==> config.mk <==
export PLATFORM = sky130hd
export DESIGN_NAME = timed_access_write_guard
export DESIGN_NICKNAME = d
export VERILOG_FILES = /design/src/shared/ta_guard_pkg.sv /design/src/hdl/timed_access_write_guard.sv
export VERILOG_INCLUDE_DIRS = /design/src /design/src/shared
export SDC_FILE = /design/constraint.sdc
export NUM_CORES = 1
export LEC_CHECK = 0
export ABC_AREA = 1
export BUFFER_PORTS_ARGS = -buffer_cell sky130_fd_sc_hd__buf_2
export CAP_MARGIN = 40
export CORE_ASPECT_RATIO = 0.75
export CORE_MARGIN = 5
export CORE_UTILIZATION = 55
export DETAILED_ROUTE_END_ITERATION = 12
export PLACE_DENSITY = 0.88
export SETUP_SLACK_MARGIN = 0.4
export SLEW_MARGIN = 20
export SYNTH_ARGS = -nofsm -noshare
export SYNTH_HDL_FRONTEND = slang
export SYNTH_SLANG_ARGS = --single-unit
==> constraint.sdc <==
create_clock -name clk -period 2.15 [get_ports clk]
set_input_delay 0.1075 -clock clk [delete_from_list [all_inputs] [get_ports clk]]
set_output_delay 0.1075 -clock clk [all_outputs]
set_load 0.005 [all_outputs]
==> src/shared/ta_guard_consts.svh <==
// constants for the timed access write guard
`ifndef TA_GUARD_CONSTS_SVH
`define TA_GUARD_CONSTS_SVH
`define TA_KEY_ADDR 8'hC7
`define TA_KEY_RESET 8'h00
`define TA_KEY_FIRST 8'hAA
`define TA_KEY_SECOND 8'h55
`define TA_KEY_WAIT_CYCLES 3
`define TA_WINDOW_CYCLES 4
`define TA_GUARD_COUNT 2
`define TA_GUARD_ADDRS {8'hAA, 8'hA3}
`define TA_GUARD_MASKS {8'hFF, 8'hFF}
`define TA_GUARD_RESETS {8'h00, 8'h00}
`endif

==> src/shared/ta_guard_pkg.sv <==
// types shared by the timed access write guard
package ta_guard_pkg;
  // one special function register access from the core, all fields valid together
  typedef struct packed {
    logic wr;          // write strobe, one cycle
    logic rd;          // read strobe, one cycle
    logic [7:0] addr;  // register address
    logic [7:0] wdata; // write data
  } sfr_req_t;
endpackage : ta_guard_pkg

==> src/hdl/timed_access_write_guard.sv <==
// timed access write guard with its guarded registers
`include "ta_guard_consts.svh"

module timed_access_write_guard #(
  parameter int GUARD_N = `TA_GUARD_COUNT,
  parameter logic [GUARD_N-1:0][7:0] GUARD_ADDR = `TA_GUARD_ADDRS,
  parameter logic [GUARD_N-1:0][7:0] GUARD_MASK = `TA_GUARD_MASKS,
  parameter logic [GUARD_N-1:0][7:0] GUARD_RESET = `TA_GUARD_RESETS
) (
  input wire logic clk,                           // system clock, 40 MHz
  input wire logic rstn,                          // asynchronous reset, active low
  input wire ta_guard_pkg::sfr_req_t req,         // register access from the core
  output logic [7:0] rd_data,                     // read data, valid the cycle after rd
  output logic rd_hit,                            // read hit this block, same timing as rd_data
  output logic prot_wr_en,                        // protected write window open
  output logic [GUARD_N-1:0][7:0] guard_q         // guarded register contents
);

  // ------------------------------------------------------------
  // key detection
  // ------------------------------------------------------------
  // a plain down-counter arms the second key; it needs no decode and reloads on every aa
  localparam logic [1:0] KEY_WAIT = 2'(`TA_KEY_WAIT_CYCLES);
  localparam logic [2:0] WIN_LEN = 3'(`TA_WINDOW_CYCLES);

  logic [1:0] key_cnt_ff;
  logic [2:0] win_cnt_ff;
  logic [7:0] rd_data_ff;
  logic rd_hit_ff;
  logic ta_wr;
  logic key_ok;

  // address match used by the write path and the read path
  // one decode keeps both paths from drifting apart when the map changes
  function automatic logic addr_hit(input logic [7:0] a, input logic [7:0] ref_a);
    addr_hit = (a == ref_a);
  endfunction : addr_hit

  assign ta_wr = req.wr && addr_hit(req.addr, `TA_KEY_ADDR);
  // second key only while the first one is still live
  assign key_ok = ta_wr && (req.wdata == `TA_KEY_SECOND) && (key_cnt_ff != 2'h0);

  // counts down the cycles that a 55 may still follow an aa; any other key value disarms
  always_ff @(posedge clk or negedge rstn) begin
    if (!rstn) begin
      key_cnt_ff <= 2'h0;
    end else if (ta_wr && (req.wdata == `TA_KEY_FIRST)) begin
      key_cnt_ff <= KEY_WAIT;
    end else if (ta_wr) begin
      key_cnt_ff <= 2'h0;
    end else if (key_cnt_ff != 2'h0) begin
      key_cnt_ff <= key_cnt_ff - 2'h1;
    end
  end

  // ------------------------------------------------------------
  // write window
  // ------------------------------------------------------------
  // window runs free once opened; a new aa does not cut it short, only rearms the key
  always_ff @(posedge clk or negedge rstn) begin
    if (!rstn) begin
      win_cnt_ff <= 3'h0;
    end else if (key_ok) begin
      win_cnt_ff <= WIN_LEN;
    end else if (win_cnt_ff != 3'h0) begin
      win_cnt_ff <= win_cnt_ff - 3'h1;
    end
  end

  // the window is a level, so one qualifier gates every guarded register alike
  assign prot_wr_en = (win_cnt_ff != 3'h0);

  // ------------------------------------------------------------
  // guarded registers
  // ------------------------------------------------------------
  // unprotected bits take every write; protected bits only inside the window
  // limitation: a write that misses the window is lost silently; only a read back shows it
  for (genvar gi = 0; gi < GUARD_N; gi++) begin : g_guard
    always_ff @(posedge clk or negedge rstn) begin
      if (!rstn) begin
        guard_q[gi] <= GUARD_RESET[gi];
      end else if (req.wr && addr_hit(req.addr, GUARD_ADDR[gi])) begin
        if (prot_wr_en) begin
          guard_q[gi] <= req.wdata;
        end else begin
          guard_q[gi] <= (guard_q[gi] & GUARD_MASK[gi]) | (req.wdata & ~GUARD_MASK[gi]);
        end
      end
    end
  end

  // ------------------------------------------------------------
  // read path
  // ------------------------------------------------------------
  // reads never look at the window; the key register is write only and reads zero
  // a write in the same cycle as a read lands after it, so the read returns the old value
  always_ff @(posedge clk or negedge rstn) begin
    if (!rstn) begin
      rd_data_ff <= 8'h00;
      rd_hit_ff <= 1'b0;
    end else begin
      rd_data_ff <= 8'h00;
      rd_hit_ff <= req.rd && addr_hit(req.addr, `TA_KEY_ADDR);
      for (int i = 0; i < GUARD_N; i++) begin
        if (req.rd && addr_hit(req.addr, GUARD_ADDR[i])) begin
          rd_data_ff <= guard_q[i];
          rd_hit_ff <= 1'b1;
        end
      end
    end
  end

  assign rd_data = rd_data_ff;
  assign rd_hit = rd_hit_ff;

  // ------------------------------------------------------------
  // checks
  // ------------------------------------------------------------
  // properties below watch the request inputs as well as design-driven signals and stay quiet during reset
  // aa history, one bit per cycle back, deep enough to reach an aa three cycles before its 55
  localparam int HIST_LEN = `TA_KEY_WAIT_CYCLES + 1;
  logic [HIST_LEN-1:0] first_hist_ff;
  logic first_key;

  assign first_key = ta_wr && (req.wdata == `TA_KEY_FIRST);

  // bit 0 holds the cycle before, the top bit the oldest aa that may still arm a 55
  always_ff @(posedge clk or negedge rstn) begin
    if (!rstn) begin
      first_hist_ff <= '0;
    end else begin
      first_hist_ff <= {first_hist_ff[HIST_LEN-2:0], first_key};
    end
  end

  AST_PAIR_OPENS: assert property (@(posedge clk) disable iff (!rstn)
    (ta_wr && req.wdata == `TA_KEY_FIRST) ##1 (ta_wr && req.wdata == `TA_KEY_SECOND) |=> prot_wr_en)
    else $error("key pair back to back did not open the window");

  AST_SECOND_IN_TIME: assert property (@(posedge clk) disable iff (!rstn)
    first_key ##1 (!ta_wr) [*2] ##1 (ta_wr && req.wdata == `TA_KEY_SECOND) |=> prot_wr_en)
    else $error("second key three cycles after first was refused");

  AST_LATE_SECOND: assert property (@(posedge clk) disable iff (!rstn)
    (ta_wr && req.wdata == `TA_KEY_FIRST) ##1 (!ta_wr) [*3] ##1 (ta_wr && req.wdata == `TA_KEY_SECOND)
      && !prot_wr_en |=> !prot_wr_en)
    else $error("late second key opened the window");

  AST_WINDOW_LEN: assert property (@(posedge clk) disable iff (!rstn)
    key_ok |=> prot_wr_en [*4])
    else $error("window closed before four cycles");

  AST_CLOSED_KEEPS: assert property (@(posedge clk) disable iff (!rstn)
    (!prot_wr_en && req.wr && addr_hit(req.addr, GUARD_ADDR[0]))
      |=> ((guard_q[0] & GUARD_MASK[0]) == ($past(guard_q[0]) & GUARD_MASK[0])))
    else $error("protected bits changed outside the window");

  AST_OPEN_TAKES: assert property (@(posedge clk) disable iff (!rstn)
    (prot_wr_en && req.wr && addr_hit(req.addr, GUARD_ADDR[0])) |=> (guard_q[0] == $past(req.wdata)))
    else $error("write inside the window was lost");

  AST_AFTER_CLOSE: assert property (@(posedge clk) disable iff (!rstn)
    $fell(prot_wr_en) && !key_ok && req.wr && addr_hit(req.addr, GUARD_ADDR[0])
      |=> ((guard_q[0] & GUARD_MASK[0]) == ($past(guard_q[0]) & GUARD_MASK[0])))
    else $error("write just after window close changed protected bits");

  AST_READ_ANYTIME: assert property (@(posedge clk) disable iff (!rstn)
    (req.rd && addr_hit(req.addr, GUARD_ADDR[0])) |=> (rd_hit && rd_data == $past(guard_q[0])))
    else $error("guarded register read did not return its value");

  AST_OPEN_CAUSE: assert property (@(posedge clk) disable iff (!rstn)
    $rose(prot_wr_en) |-> $past(key_ok) && (|first_hist_ff[HIST_LEN-1:1]))
    else $error("window opened without a preceding key pair");

  AST_WINDOW_CLOSE: assert property (@(posedge clk) disable iff (!rstn)
    key_ok ##1 (!key_ok) [*4] |=> !prot_wr_en)
    else $error("window stayed open past four cycles");

  AST_UNARMED_SECOND: assert property (@(posedge clk) disable iff (!rstn)
    (ta_wr && req.wdata == `TA_KEY_SECOND && key_cnt_ff == 2'h0 && !prot_wr_en) |=> !prot_wr_en)
    else $error("second key without a live first key opened the window");

  AST_FIRST_REARMS: assert property (@(posedge clk) disable iff (!rstn)
    first_key |=> (key_cnt_ff == KEY_WAIT))
    else $error("first key did not restart key detection");

  AST_FREE_BITS: assert property (@(posedge clk) disable iff (!rstn)
    (req.wr && addr_hit(req.addr, GUARD_ADDR[0]))
      |=> ((guard_q[0] & ~GUARD_MASK[0]) == ($past(req.wdata) & ~GUARD_MASK[0])))
    else $error("unprotected bits did not take the write");

  AST_KEY_READS_ZERO: assert property (@(posedge clk) disable iff (!rstn)
    (req.rd && addr_hit(req.addr, `TA_KEY_ADDR)) |=> (rd_hit && rd_data == 8'h00))
    else $error("key register read did not return zero");

  AST_IDLE_READ: assert property (@(posedge clk) disable iff (!rstn)
    !req.rd |=> (!rd_hit && rd_data == 8'h00))
    else $error("read answer appeared without a read");

  // every guarded register, not only the first, answers reads and keeps its locked bits
  for (genvar ci = 0; ci < GUARD_N; ci++) begin : g_guard_chk
    AST_READ_EACH: assert property (@(posedge clk) disable iff (!rstn)
      (req.rd && addr_hit(req.addr, GUARD_ADDR[ci])) |=> (rd_hit && rd_data == $past(guard_q[ci])))
      else $error("read of a guarded register returned a stale value");
    AST_CLOSED_EACH: assert property (@(posedge clk) disable iff (!rstn)
      (!prot_wr_en && req.wr && addr_hit(req.addr, GUARD_ADDR[ci]))
        |=> ((guard_q[ci] & GUARD_MASK[ci]) == ($past(guard_q[ci]) & GUARD_MASK[ci])))
      else $error("protected bits of a guarded register changed while locked");
  end

endmodule : timed_access_write_guard

Word-level counts from Yosys, hierarchy flattened
Index checks and enable logic that the tools add are counted.

Input port bits: 20. Flip-flop bits (word level): 30.

Multiplexer cells: 9. Equal/unequal tests: 5. Add/subtract/negate cells: 2. Reduce and logical (&&, ||, !) cells: 15.

Operators by type and width (number): equality test 8 bit (second input constant) (4); 2-to-1 mux 8 bit (2); logical AND 1 bit (9); equality test 8 x 7 -> 1 bit (second input constant) (1); 2-to-1 mux 2 bit (3); 2-to-1 mux 3 bit (2); nonzero test 3 bit (2); AND reduction 2 bit (2); nonzero test 2 bit (2); subtractor 3 x 1 -> 3 bit (second input constant) (1); 2-to-1 mux 1 bit (2); subtractor 2 x 1 -> 2 bit (second input constant) (1).

Depth between registers and ports, before layout
Gate-level depths: netlist of the first run.

Depth after elaboration: 5. Mapped depth: 9.

Worst setup path after synthesis of the first run
Ideal clock, no wire load.

Path type: register to register. From: register win_cnt_ff[0]. To: register guard_q[10] (netlist bit). Setup time: 0.117 ns. Data arrival time: 1.209 ns. Stages on the path, launching flop included: 10. Path slack: 0.824 ns. Period minus slack after synthesis: 1.326 ns. Required time: 2.033 ns. Cells stage by stage: dfrtp_1 -> inv_1 -> ha_1 -> inv_1 -> nor2_4 -> nor2_2 -> buf_4 -> nand2_2 -> nand2_1 -> nand2_1.

Cells in the longest elaborated chain, start to end: 2.

RTL lines: start: declaration (RTL line timed_access_write_guard.sv:27) `logic [2:0] win_cnt_ff;`; start signal: assignment (RTL line timed_access_write_guard.sv:66) `win_cnt_ff <= win_cnt_ff - 3'h1;`; nonzero test 3 bit (RTL line timed_access_write_guard.sv:71) `assign prot_wr_en = (win_cnt_ff != 3'h0);`; AND reduction 2 bit (no line); end signal: indexed assignment (RTL line timed_access_write_guard.sv:81) `guard_q[gi] <= GUARD_RESET[gi];`; end signal: indexed assignment (RTL line timed_access_write_guard.sv:84) `guard_q[gi] <= req.wdata;`; end signal: indexed assignment (RTL line timed_access_write_guard.sv:86) `guard_q[gi] <= (guard_q[gi] & GUARD_MASK[gi]) | (req.wdata & ~GUARD_MASK[gi]);`; end: declaration (RTL line timed_access_write_guard.sv:16) `output logic [GUARD_N-1:0][7:0] guard_q`.

No other way between the ends. A chain may end at the register's enable or synchronous reset.

Final worst setup path of the first run
From: register win_cnt_ff[0]. To: register guard_q[4] (netlist bit).

Same word-level chain as after synthesis.

==> results.md, run 1 <==
### Run status
* **result of the run** complete, no violations

### Cells and area
* **highest-count cells in the layout ignoring fill and taps** nand2_1 (73), buf_2 (45), dfrtp_1 (30)
* **Layout Cells excl Fill** 274
* **final non-filler cell area** 2010 µm²
* **final cell utilization of the core** 0.701
* **area delta synth->final** 25.6%
* **fraction of final layout cells sized beyond drive strength 1** 0.352
* **final net count** 258
* **filler cell count** 229
* **most frequent standard cell in the layout excluding fill and tap cells** nand2_1
* **number of diodes added for antenna fixing** 0

### Min path
* **hold crit path type** in -> reg

### Timing
* **final sum of negative setup slack** 0 ns
* **Least-Margin Pin Slew** 0.649 ns
* **Final Cycle Share** 0.706
* **Final Max Tran Viols** 0
* **# setup viols final** 0
* **worst clock skew** 0.00807 ns
* **maximum clock rate** 659 MHz
* **count of final hold-check violations** 0
* **post-route minimum period** 1.52 ns
* **RSZ-0062 raised after global routing** no
* **final worst hold slack** 0.0707 ns
* **Slew HR** 0.567

### Setup path
* **required time worst endpoint** 2.38 ns
* **kind of start point of the critical path** register
* **data arrival at the endpoint of the critical path** 1.74 ns
* **kind of capture point of the worst setup path** register
* **startpoint-to-endpoint class of the critical path** reg -> reg
* **Critical Path Fanout Max** 8

### Global routing
* **maximum number of pins on one net before global-route repair** 31
* **total gr overflow** 0
* **via count of the first global-routing pass** 1,237
* **all-layer global routing usage** 0.183
* **antenna violations before repair** 0
* **first-pass GRT wire length** 5640 µm

### Synth
* **post-synthesis average cell area** 8.70 µm²
* **area share of the largest cell type after synthesis** 0.469
* **Seq cells post-synth** 30
* **Netlist Area Pre-Place** 1600 µm²
* **Post-Synthesis Cells** 184
* **biggest area contributors in the synthesized netlist** dfrtp_1 (47%), nand2_1 (17%), nand3_2 (6.3%)
* **synthesized netlist net count** 207
* **total of warnings raised by yosys** 0
* **sequential fraction of the synthesis area** 0.469
* **cell type with the largest total area after synthesis** dfrtp_1
* **count of distinct cell types in the synthesized netlist** 22

### Clock tree
* **clock-pin transition on the worst setup and hold timing paths** 0.07 ns
* **count of clock tree sinks** 30
* **Clock Latency Late Sink** 0.28 ns
* **Post-CTS Repair Setup Buffers** 0
* **buffer levels on the longest clock path** 2
* **total CTS buffers** 5
* **TritonCTS clock tree** built
* **level count of the clock H-tree** 2
* **Root Driver** clkbuf_8

### Place
* **placed wire-length estimate after detailed placement** 2620 µm
* **PortBufs** 45
* **placed cell area** 1850 µm²
* **placed cells** 265
* **final weighted congestion of routability-driven global placement** 0.783

### Drt
* **DRC errors left** 0
* **number of DRC markers in iteration 0** 87
* **routed length per placed instance** 12.4 µm
* **remaining number of nets flagged by the antenna check after routing** 0
* **TritonRoute pass-1 iters** 4
* **overall routed net length** 3390 µm
* **Via Count** 1,340
* **vias per inst** 4.89

### Floorplanning
* **Core Region** 2870 µm²
* **floorplan die area** 4100 µm²
* **die outline width** 72.3 µm
* **site row count** 17
* **I/O pin cnt** 46
* **starting density of the core** 0.558
* **Die Height** 56.7 µm

### Power and ir drop
* **share of power burned in the clock network** 0.398
* **switching component of the power** 0.502 mW
* **worst supply voltage drop on vdd** 924 µV
* **switching power as a share of total power** 0.280
* **Internal Pwr Total** 1.29 mW
* **PD cells** 890 nW/µm²
* **combinational share of power** 0.222
* **sequential power share** 0.380
* **leakage** 1.21 nW

### Flow run
* **max capacitance violation total** 0

per-stage QoR:
| step | total power [mW] | setup WS [ns] |
|---|---|---|
| finish | 1.79 | 0.631 |
| floorplan | 0.959 | 0.824 |
| CTS | 1.80 | 0.532 |
| global placement | 1.06 | 0.611 |
| global route | 1.89 | 0.488 |
| detailed placement | 1.09 | 0.550 |
critical path, cell delays in order (launching register included):
cell     delay [ns]
dfrtp_1        0.36
inv_1          0.06
ha_1           0.20
inv_1          0.09
nor2_4         0.06
nor2_4         0.16
buf_4          0.19
inv_2          0.07
nor2_8         0.15
nand2_1        0.07
nand2_1        0.05
worst paths after layout:
path                            slack, ns           from  cells past startpoint     endpoint
worst max-delay path                 0.63  win_cnt_ff[0]                     10   guard_q[4]
worst min-delay path                 0.07         req[7]                      3   guard_q[7]
worst max register to register       0.63  win_cnt_ff[0]                     10   guard_q[4]
worst min register to register       0.51     guard_q[6]                      2   rd_data[6]
max in group asynchronous            1.34           rstn                      2  guard_q[15]
min in group asynchronous            0.38           rstn                      2  guard_q[11]
cell type report:
class	instances	area (µm²)	area share
sequential	30	751	0.373
multi-input combinational	130	749	0.373
timing repair buffer	47	243	0.121
clock buffer	6	82.6	0.0410
inverter	21	78.8	0.0392
clock inverter	2	60.1	0.0299
tap	38	47.5	0.0236
cells in the mapped netlist:
cell type  number
nand2_1        73
dfrtp_1        30
inv_1          16
nand3_1        12
nand3_2        10
nor2_1         10
inv_2           4
nor2_2          4
nor2_8          4
o21ai_0         4
ha_1            3
nand3_4         3
nand2_2         2
buf_2           1
buf_4           1
buf_8           1
clkinv_1        1
nand2_4         1
nor2_4          1
o21ai_1         1
xnor2_1         1
xor2_1          1
flip-flops by register name (all words and copies together) (netlist names):
signal,cells
key_cnt_ff,2
rd_hit,1
rd_data,8
win_cnt_ff,3
guard_q,16
power groups by stage:
stage	Sequential (mW)	Clock [mW]	Combinational, mW
finish	0.681	0.712	0.398
global route	0.688	0.742	0.459
CTS	0.681	0.719	0.399
detailed placement	0.691	0	0.394
global placement	0.688	0	0.367
floorplan	0.686	0	0.273
routing by layer:
metal | share of wire | routed length (µm) | track usage | vias to the layer above
met4 | 0.011 | 38 | 0.0617 | 0
met1 | 0.45 | 1530 | 0.230 | 632
li1 | - | - | - | 664
met3 | 0.069 | 233 | 0.0716 | 5
met2 | 0.47 | 1590 | 0.284 | 39
met5 | 0 | 0 | 0 | -
cell families (layout without fill, tap and decap cells):
| logic type | Yosys count | count (layout) | share of synthesized area |
|---|---|---|---|
| and+or+nand+nor | 120 | 120 | 0.415 |
| DFF | 30 | 30 | 0.469 |
| buffers and inverters | 24 | 76 | 0.0664 |
| AOI/OAI and AO/OA | 5 | 5 | 0.0156 |
| adders and majority gates | 3 | 3 | 0.0234 |
| xor gates and xnor gates | 2 | 2 | 0.0109 |
what timing repair did:
item,CTS,global route
setup endpoints to repair,0,5
resized for setup,0,1
hold buffers,1,0
endpoints found under the hold margin,30,0
Power figures use the tool's default switching activity.
==> run 2, diff against run 1 <==
--- a/config.mk
+++ b/config.mk
@@ -6,14 +6,14 @@
 export SDC_FILE = /design/constraint.sdc
 export NUM_CORES = 1
 export LEC_CHECK = 0
-export ABC_AREA = 1
+export ABC_AREA = 0
 export BUFFER_PORTS_ARGS = -buffer_cell sky130_fd_sc_hd__buf_2
 export CAP_MARGIN = 40
 export CORE_ASPECT_RATIO = 0.75
 export CORE_MARGIN = 5
-export CORE_UTILIZATION = 55
+export CORE_UTILIZATION = 44
 export DETAILED_ROUTE_END_ITERATION = 12
-export PLACE_DENSITY = 0.88
+export PLACE_DENSITY = 0.78
 export SETUP_SLACK_MARGIN = 0.4
 export SLEW_MARGIN = 20
 export SYNTH_ARGS = -nofsm -noshare
==> constraint.sdc (replaced) <==
create_clock -name clk -period 1.2 [get_ports clk]
set_input_delay 0.06 -clock clk [delete_from_list [all_inputs] [get_ports clk]]
set_output_delay 0.06 -clock clk [all_outputs]
set_load 0.005 [all_outputs]
==> results.md, run 2 <==
### Floorplanning
* **floorplan die area** 4310 µm², was 4100 µm²
* **I/O pin cnt** 46, unchanged
* **Die Height** 58.1 µm, was 56.7 µm
* **site row count** 17, unchanged
* **die outline width** 74.1 µm, was 72.3 µm
* **starting density of the core** 0.459, was 0.558
* **Core Region** 2960 µm², was 2870 µm²

### Power and ir drop
* **worst supply voltage drop on vdd** 984 µV, was 924 µV
* **PD cells** 1600 nW/µm², was 890 nW/µm²
* **leakage** 1.08 nW, was 1.21 nW
* **total power draw** 3.37 mW, was 1.79 mW

### Synth
* **top cells by instance count after synthesis** dfrtp_1 (30), mux2_2 (16), nor2_1 (10), was nand2_1 (73), dfrtp_1 (30), inv_1 (16)
* **Seq cells post-synth** 30, unchanged
* **Post-synth ARST share** 1.00, unchanged
* **area share of the largest cell type after synthesis** 0.553, was 0.469
* **count of distinct cell types in the synthesized netlist** 27, was 22
* **synthesized netlist net count** 126, was 207
* **total of warnings raised by yosys** 0, unchanged
* **cell with the most instances after synthesis** dfrtp_1, was nand2_1
* **post-synthesis average cell area** 13.2 µm², was 8.70 µm²
* **cell type with the largest total area after synthesis** dfrtp_1, unchanged
* **number of enable flip-flop cells after synthesis** 0, unchanged
* **leading register cell type out of synthesis** dfrtp_1, unchanged
* **Netlist Area Pre-Place** 1360 µm², was 1600 µm²
* **sequential fraction of the synthesis area** 0.553, was 0.469
* **Post-Synthesis Cells** 103, was 184
* **biggest area contributors in the synthesized netlist** dfrtp_1 (55%), mux2_2 (13%), a22oi_1 (4.4%), was dfrtp_1 (47%), nand2_1 (17%), nand3_2 (6.3%)

### Timing
* **Least-Margin Pin Slew** 0.649 ns, about the same
* **Slew HR** 0.567, about the same
* **Final Cycle Share** 1.36, was 0.706
* **# setup viols final** 22, was 0
* **final sum of negative setup slack** -5.60 ns, was 0 ns
* **RSZ-0062 raised after global routing** yes, was no
* **post-route minimum period** 1.64 ns, was 1.52 ns
* **post-layout worst setup margin** -0.435 ns, was 0.631 ns
* **maximum clock rate** 612 MHz, was 659 MHz
* **Final Max Tran Viols** 0, unchanged
* **count of final hold-check violations** 30, was 0
* **final worst hold slack** -0.202 ns, was 0.0707 ns
* **worst clock skew** 0.00755 ns, was 0.00807 ns

### Setup path
* **cells along the critical path** inv_2 > ha_4 > or4bb_1 > nor3b_2 > and3_4 > a211oi_1, was inv_1 > ha_1 > inv_1 > nor2_4 > nor2_4 > buf_4 > inv_2 > nor2_8 > nand2_1 > nand2_1
* **kind of start point of the critical path** register, unchanged
* **data arrival at the endpoint of the critical path** 1.80 ns, was 1.74 ns
* **Critical Path Fanout Max** 3, was 8
* **start point of the critical path** key_cnt_ff[0], was win_cnt_ff[0]
* **launch point of the worst reg-to-reg path** key_cnt_ff[0], was win_cnt_ff[0]
* **CP max-delay cell** or4bb_1, was dfrtp_1
* **required time worst endpoint** 1.37 ns, was 2.38 ns
* **startpoint-to-endpoint class of the critical path** reg -> reg, unchanged
* **critical path buffer and inverter count** 1, was 4
* **delay contributed by the slowest stage of the critical path** 0.51 ns, was 0.36 ns
* **Worst path top cell family by delay** simple AND/OR/NAND/NOR gates, unchanged
* **kind of capture point of the worst setup path** register, unchanged

### Cells and area
* **multi-input gate area in the final layout** 729 µm², was 749 µm²
* **most frequent standard cell in the layout excluding fill and tap cells** buf_2, was nand2_1
* **final net count** 200, was 258
* **highest-count cells in the layout ignoring fill and taps** buf_2 (42), dfrtp_1 (30), buf_4 (17), was nand2_1 (73), buf_2 (45), dfrtp_1 (30)
* **Largest register FFs** 16, unchanged
* **Seq. cell area** 751 µm², unchanged
* **number of diodes added for antenna fixing** 0, unchanged
* **fraction of final layout cells sized beyond drive strength 1** 0.652, was 0.352
* **register ranked first by flip-flop count** guard_q, unchanged
* **filler cell count** 191, was 229
* **area delta synth->final** 54.7%, was 25.6%

### Drt
* **Via Count** 1,169, was 1,340
* **number of DRC markers in iteration 0** 88, was 87
* **TritonRoute pass-1 iters** 5, was 4
* **DRC errors left** 0, unchanged
* **overall routed net length** 4080 µm, was 3390 µm
* **vias per inst** 5.41, was 4.89
* **routed length per placed instance** 18.9 µm, was 12.4 µm
* **remaining number of nets flagged by the antenna check after routing** 0, unchanged

### Place
* **placed wire-length estimate after detailed placement** 2620 µm, about the same
* **final weighted congestion of routability-driven global placement** 0.752, was 0.783
* **Worst Setup Slack post-DPL** -0.402 ns, was 0.550 ns
* **PortBufs** 45, unchanged

### Global routing
* **via count of the first global-routing pass** 1,251, was 1,237
* **total gr overflow** 0, unchanged
* **global routing met1 resource utilization** 0.220, was 0.230
* **met2 Usage GRT** 0.337, was 0.284
* **antenna violations before repair** 0, unchanged
* **most congested layer reported by global routing** met2, unchanged
* **first-pass GRT wire length** 6110 µm, was 5640 µm
* **maximum number of pins on one net before global-route repair** 31, unchanged
* **all-layer global routing usage** 0.193, was 0.183
* **met3 Track Usage GR** 0.0520, was 0.0716

### Flow run
* **max capacitance violation total** 0, unchanged

### Clock tree
* **count of clock tree sinks** 30, unchanged
* **level count of the clock H-tree** 2, unchanged
* **Root Driver** clkbuf_8, unchanged
* **total CTS buffers** 5, unchanged
* **Clock Latency Late Sink** 0.29 ns, was 0.28 ns
* **buffer levels on the longest clock path** 2, unchanged
* **clock-pin transition on the worst setup and hold timing paths** 0.07 ns, about the same
* **TritonCTS clock tree** built, unchanged

### Run status
* **result of the run** finished, violations left, was complete, no violations
* **violations in the final reports** negative hold slack, negative setup slack

### Min path
* **hold crit path type** in -> async, was in -> reg

-- run 2: power breakdown --
group / switching [mW] / total (mW) / leakage (nW) / internal (mW)
combinational: 0.518 / 1.31 / 0.625 / 0.795
clock: 0.375 / 0.837 / 0.0482 / 0.462
sequential: 0.0807 / 1.22 / 0.406 / 1.14
total: 0.974 / 3.37 / 1.08 / 2.39
-- run 2: path summary, 6_finish.rpt --
path                                 end  slack (ns)  depth (start not counted)
max                        win_cnt_ff[1]       -0.44                          6
min                          guard_q[11]       -0.20                          1
max reg2reg                win_cnt_ff[1]       -0.44                          6
min reg2reg                   guard_q[3]        0.54                          1
max in group asynchronous  win_cnt_ff[0]        0.98                          1
min in group clk                  rd_hit        0.04                          2
-- run 2: per-layer routing --
metal	vias up	share of wire	wire, µm
met4	0	0.021	85
li1	522	-	-
met1	598	0.39	1600
met5	-	0	0
met3	11	0.056	230
met2	38	0.53	2170
-- run 2: final cells by class --
cell class,count,area share
tap,38,0.0226
multi-input combinational,65,0.347
clock buffer,7,0.0411
sequential,30,0.358
inverter,5,0.00894
timing repair buffer,70,0.220
clock inverter,1,0.00238
-- run 2: cells by family (layout without fill, tap and decap cells) --
group,count (synthesis),count (layout),synth area share
DFF,30,30,0.553
and+or+nand+nor,30,30,0.164
muxes,16,16,0.133
AOI/OAI and AO/OA,14,14,0.0793
buffers and inverters,8,83,0.0304
adders and majority gates,3,3,0.0277
xor gates and xnor gates,2,2,0.0129
-- run 2: stage by stage --
| step | utilization | cell area, µm² | cells | hold slack [ns] |
|---|---|---|---|---|
| 2_1_floorplan | - | 1450 | 103 | -0.236 |
| 3_3_place_gp | 0.615 | 1820 | 199 | 0.116 |
| 3_5_place_dp | 0.615 | 1820 | 199 | 0.128 |
| 4_1_cts | 0.678 | 2010 | 210 | -0.179 |
| 5_1_grt | 0.710 | 2100 | 216 | -0.149 |
| 6_report | 0.710 | 2100 | 216 | -0.202 |
-- run 2: timing repair --
item / 4_1_cts / 5_1_grt
gates resized for setup: 17 / 13
setup endpoints to repair: 55 / 56
hold endpoints to repair: 30 / 30
pin swaps: 3 / 7
setup buffers: 3 / 6
==> run 3, diff against run 2 <==
--- a/config.mk
+++ b/config.mk
@@ -6,14 +6,14 @@
 export SDC_FILE = /design/constraint.sdc
 export NUM_CORES = 1
 export LEC_CHECK = 0
-export ABC_AREA = 0
+export ABC_AREA = 1
 export BUFFER_PORTS_ARGS = -buffer_cell sky130_fd_sc_hd__buf_2
 export CAP_MARGIN = 40
 export CORE_ASPECT_RATIO = 0.75
 export CORE_MARGIN = 5
-export CORE_UTILIZATION = 44
+export CORE_UTILIZATION = 46
 export DETAILED_ROUTE_END_ITERATION = 12
-export PLACE_DENSITY = 0.78
+export PLACE_DENSITY = 0.79
 export SETUP_SLACK_MARGIN = 0.4
 export SLEW_MARGIN = 20
 export SYNTH_ARGS = -nofsm -noshare
==> results.md, run 3 (synthesized netlist as in run 1, its figures left out) <==
### Setup path
* **kind of capture point of the worst setup path** register, unchanged
* **startpoint-to-endpoint class of the critical path** reg -> reg, unchanged
* **data arrival at the endpoint of the critical path** 1.58 ns, was 1.80 ns
* **Critical Path Fanout Max** 8, was 3
* **delay contributed by the slowest stage of the critical path** 0.36 ns, was 0.51 ns
* **required time worst endpoint** 1.38 ns, was 1.37 ns
* **CP max-delay cell** dfrtp_1, was or4bb_1
* **cells along the critical path** inv_2 > ha_4 > inv_4 > nor2_4 > buf_6 > nor2_4 > buf_6 > nand2_8 > nand2_1 > nand2_1, was inv_2 > ha_4 > or4bb_1 > nor3b_2 > and3_4 > a211oi_1
* **critical path buffer and inverter count** 4, was 1
* **Worst path top cell family by delay** buffers and inverters, was simple AND/OR/NAND/NOR gates
* **kind of start point of the critical path** register, unchanged

### Timing
* **Least-Margin Pin Slew** 0.249 ns, was 0.649 ns
* **worst clock skew** 0.00321 ns, was 0.00755 ns
* **post-route minimum period** 1.40 ns, was 1.64 ns
* **# setup viols final** 20, was 22
* **post-layout worst setup margin** -0.199 ns, was -0.435 ns
* **Slew HR** 0.834, was 0.567
* **Final Max Tran Viols** 0, unchanged
* **Final Cycle Share** 1.17, was 1.36
* **maximum clock rate** 715 MHz, was 612 MHz
* **count of final hold-check violations** 0, was 30
* **final sum of negative setup slack** -3.44 ns, was -5.60 ns
* **RSZ-0062 raised after global routing** yes, unchanged

### Cells and area
* **Layout Cells excl Fill** 308, was 216
* **register ranked first by flip-flop count** guard_q, unchanged
* **multi-input gate area in the final layout** 845 µm², was 729 µm²
* **Largest register FFs** 16, unchanged
* **Seq. cell area** 751 µm², unchanged
* **final cell utilization of the core** 0.720, was 0.710
* **area delta synth->final** 48.8%, was 54.7%
* **number of diodes added for antenna fixing** 0, unchanged
* **most frequent standard cell in the layout excluding fill and tap cells** nand2_1, was buf_2
* **final net count** 291, was 200
* **final non-filler cell area** 2380 µm², was 2100 µm²
* **fraction of final layout cells sized beyond drive strength 1** 0.526, was 0.652
* **filler cell count** 236, was 191
* **highest-count cells in the layout ignoring fill and taps** nand2_1 (57), buf_2 (44), dfrtp_1 (30), was buf_2 (42), dfrtp_1 (30), buf_4 (17)

### Clock tree
* **buffer levels on the longest clock path** 2, unchanged
* **clock-pin transition on the worst setup and hold timing paths** 0.06 ns, was 0.07 ns
* **count of clock tree sinks** 30, unchanged
* **TritonCTS clock tree** built, unchanged
* **total CTS buffers** 5, unchanged
* **Clock Latency Late Sink** 0.28 ns, was 0.29 ns
* **level count of the clock H-tree** 2, unchanged
* **Root Driver** clkbuf_8, unchanged

### Run status
* **result of the run** finished, violations left, unchanged
* **violations in the final reports** negative setup slack, was negative hold slack, negative setup slack

### Floorplanning
* **floorplan die area** 4770 µm², was 4310 µm²
* **starting density of the core** 0.484, was 0.459
* **site row count** 18, was 17
* **Core Region** 3310 µm², was 2960 µm²
* **die outline width** 78.1 µm, was 74.1 µm
* **I/O pin cnt** 46, unchanged
* **Die Height** 61.1 µm, was 58.1 µm

### Power and ir drop
* **switching component of the power** 1.10 mW, was 0.974 mW
* **sequential power share** 0.338, was 0.361
* **switching power as a share of total power** 0.303, was 0.289
* **worst supply voltage drop on vdd** 1020 µV, was 984 µV
* **combinational share of power** 0.370, was 0.390
* **share of power burned in the clock network** 0.292, was 0.249
* **leakage** 1.40 nW, was 1.08 nW
* **PD cells** 1520 nW/µm², was 1600 nW/µm²
* **Internal Pwr Total** 2.53 mW, was 2.39 mW
* **total power draw** 3.63 mW, was 3.37 mW

### Flow run
* **max capacitance violation total** 0, unchanged

### Drt
* **remaining number of nets flagged by the antenna check after routing** 0, unchanged
* **number of DRC markers in iteration 0** 111, was 88
* **DRC errors left** 0, unchanged
* **overall routed net length** 4010 µm, was 4080 µm
* **TritonRoute pass-1 iters** 4, was 5
* **vias per inst** 4.81, was 5.41
* **Via Count** 1,483, was 1,169
* **routed length per placed instance** 13.0 µm, was 18.9 µm

### Global routing
* **antenna violations before repair** 0, unchanged
* **maximum number of pins on one net before global-route repair** 31, unchanged
* **first-pass GRT wire length** 6370 µm, was 6110 µm
* **all-layer global routing usage** 0.174, was 0.193
* **via count of the first global-routing pass** 1,372, was 1,251
* **total gr overflow** 0, unchanged

### Place
* **PortBufs** 45, unchanged
* **final weighted congestion of routability-driven global placement** 0.842, was 0.752
* **placed wire-length estimate after detailed placement** 2610 µm, was 2620 µm
* **placed cell area** 1970 µm², was 1820 µm²
* **placed cells** 275, was 199

### Min path
* **hold crit path type** in -> reg, was in -> async

[run 3: worst paths after layout]
path	from	to	slack [ns]	cells past startpoint
max	win_cnt_ff[1]	guard_q[14]	-0.20	10
min	req[7]	guard_q[7]	0.04	3
max reg2reg	win_cnt_ff[1]	guard_q[14]	-0.20	10
min reg2reg	guard_q[4]	rd_data[4]	0.57	3
max in group asynchronous	rstn	win_cnt_ff[1]	0.78	3
min in group asynchronous	rstn	rd_data[1]	0.25	3
[run 3: final cells by class]
class / count / area share
timing repair buffer: 80 / 0.228
clock inverter: 1 / 0.0126
inverter: 21 / 0.0341
clock buffer: 6 / 0.0346
tap: 40 / 0.0210
sequential: 30 / 0.315
multi-input combinational: 130 / 0.354
[run 3: worst register-to-register path: stages, from the launching register on]
cell and delay [ns]:
dfrtp_1 0.36, inv_2 0.06, ha_4 0.16, inv_4 0.05
nor2_4 0.04, buf_6 0.12, nor2_4 0.15, buf_6 0.16
nand2_8 0.08, nand2_1 0.08, nand2_1 0.04
[run 3: metal layers]
layer,vias up,GRT usage,wire length (µm)
met5,-,0,0
met4,0,0.0627,24
met3,3,0.0526,269
met2,46,0.290,2030
met1,703,0.218,1680
li1,731,-,-
[run 3: metrics by stage]
step                      hold WS, ns  setup slack [ns]
after floorplan                -0.236           -0.0346
after global placement         0.0223           -0.0541
after detailed placement       0.0231           -0.0983
after CTS                      0.0278            -0.210
after global routing           0.0292            -0.265
final                          0.0356            -0.199
[run 3: power by group through the flow]
| stage | Sequential [mW] | Combinational (mW) | Clock, mW |
|---|---|---|---|
| after floorplan | 1.24 | 0.552 | 0 |
| after global routing | 1.23 | 1.46 | 1.12 |
| after global placement | 1.24 | 0.835 | 0 |
| after CTS | 1.22 | 1.18 | 1.06 |
| after detailed placement | 1.24 | 0.872 | 0 |
| final | 1.23 | 1.34 | 1.06 |
[run 3: repair_timing]
item | CTS | global route
endpoints found under the hold margin | 30 | 0
buffers inserted | 18 | 7
endpoints found under the setup margin | 47 | 51
hold buffers | 1 | 0
pin swaps | 11 | 14
gates resized for setup | 22 | 11
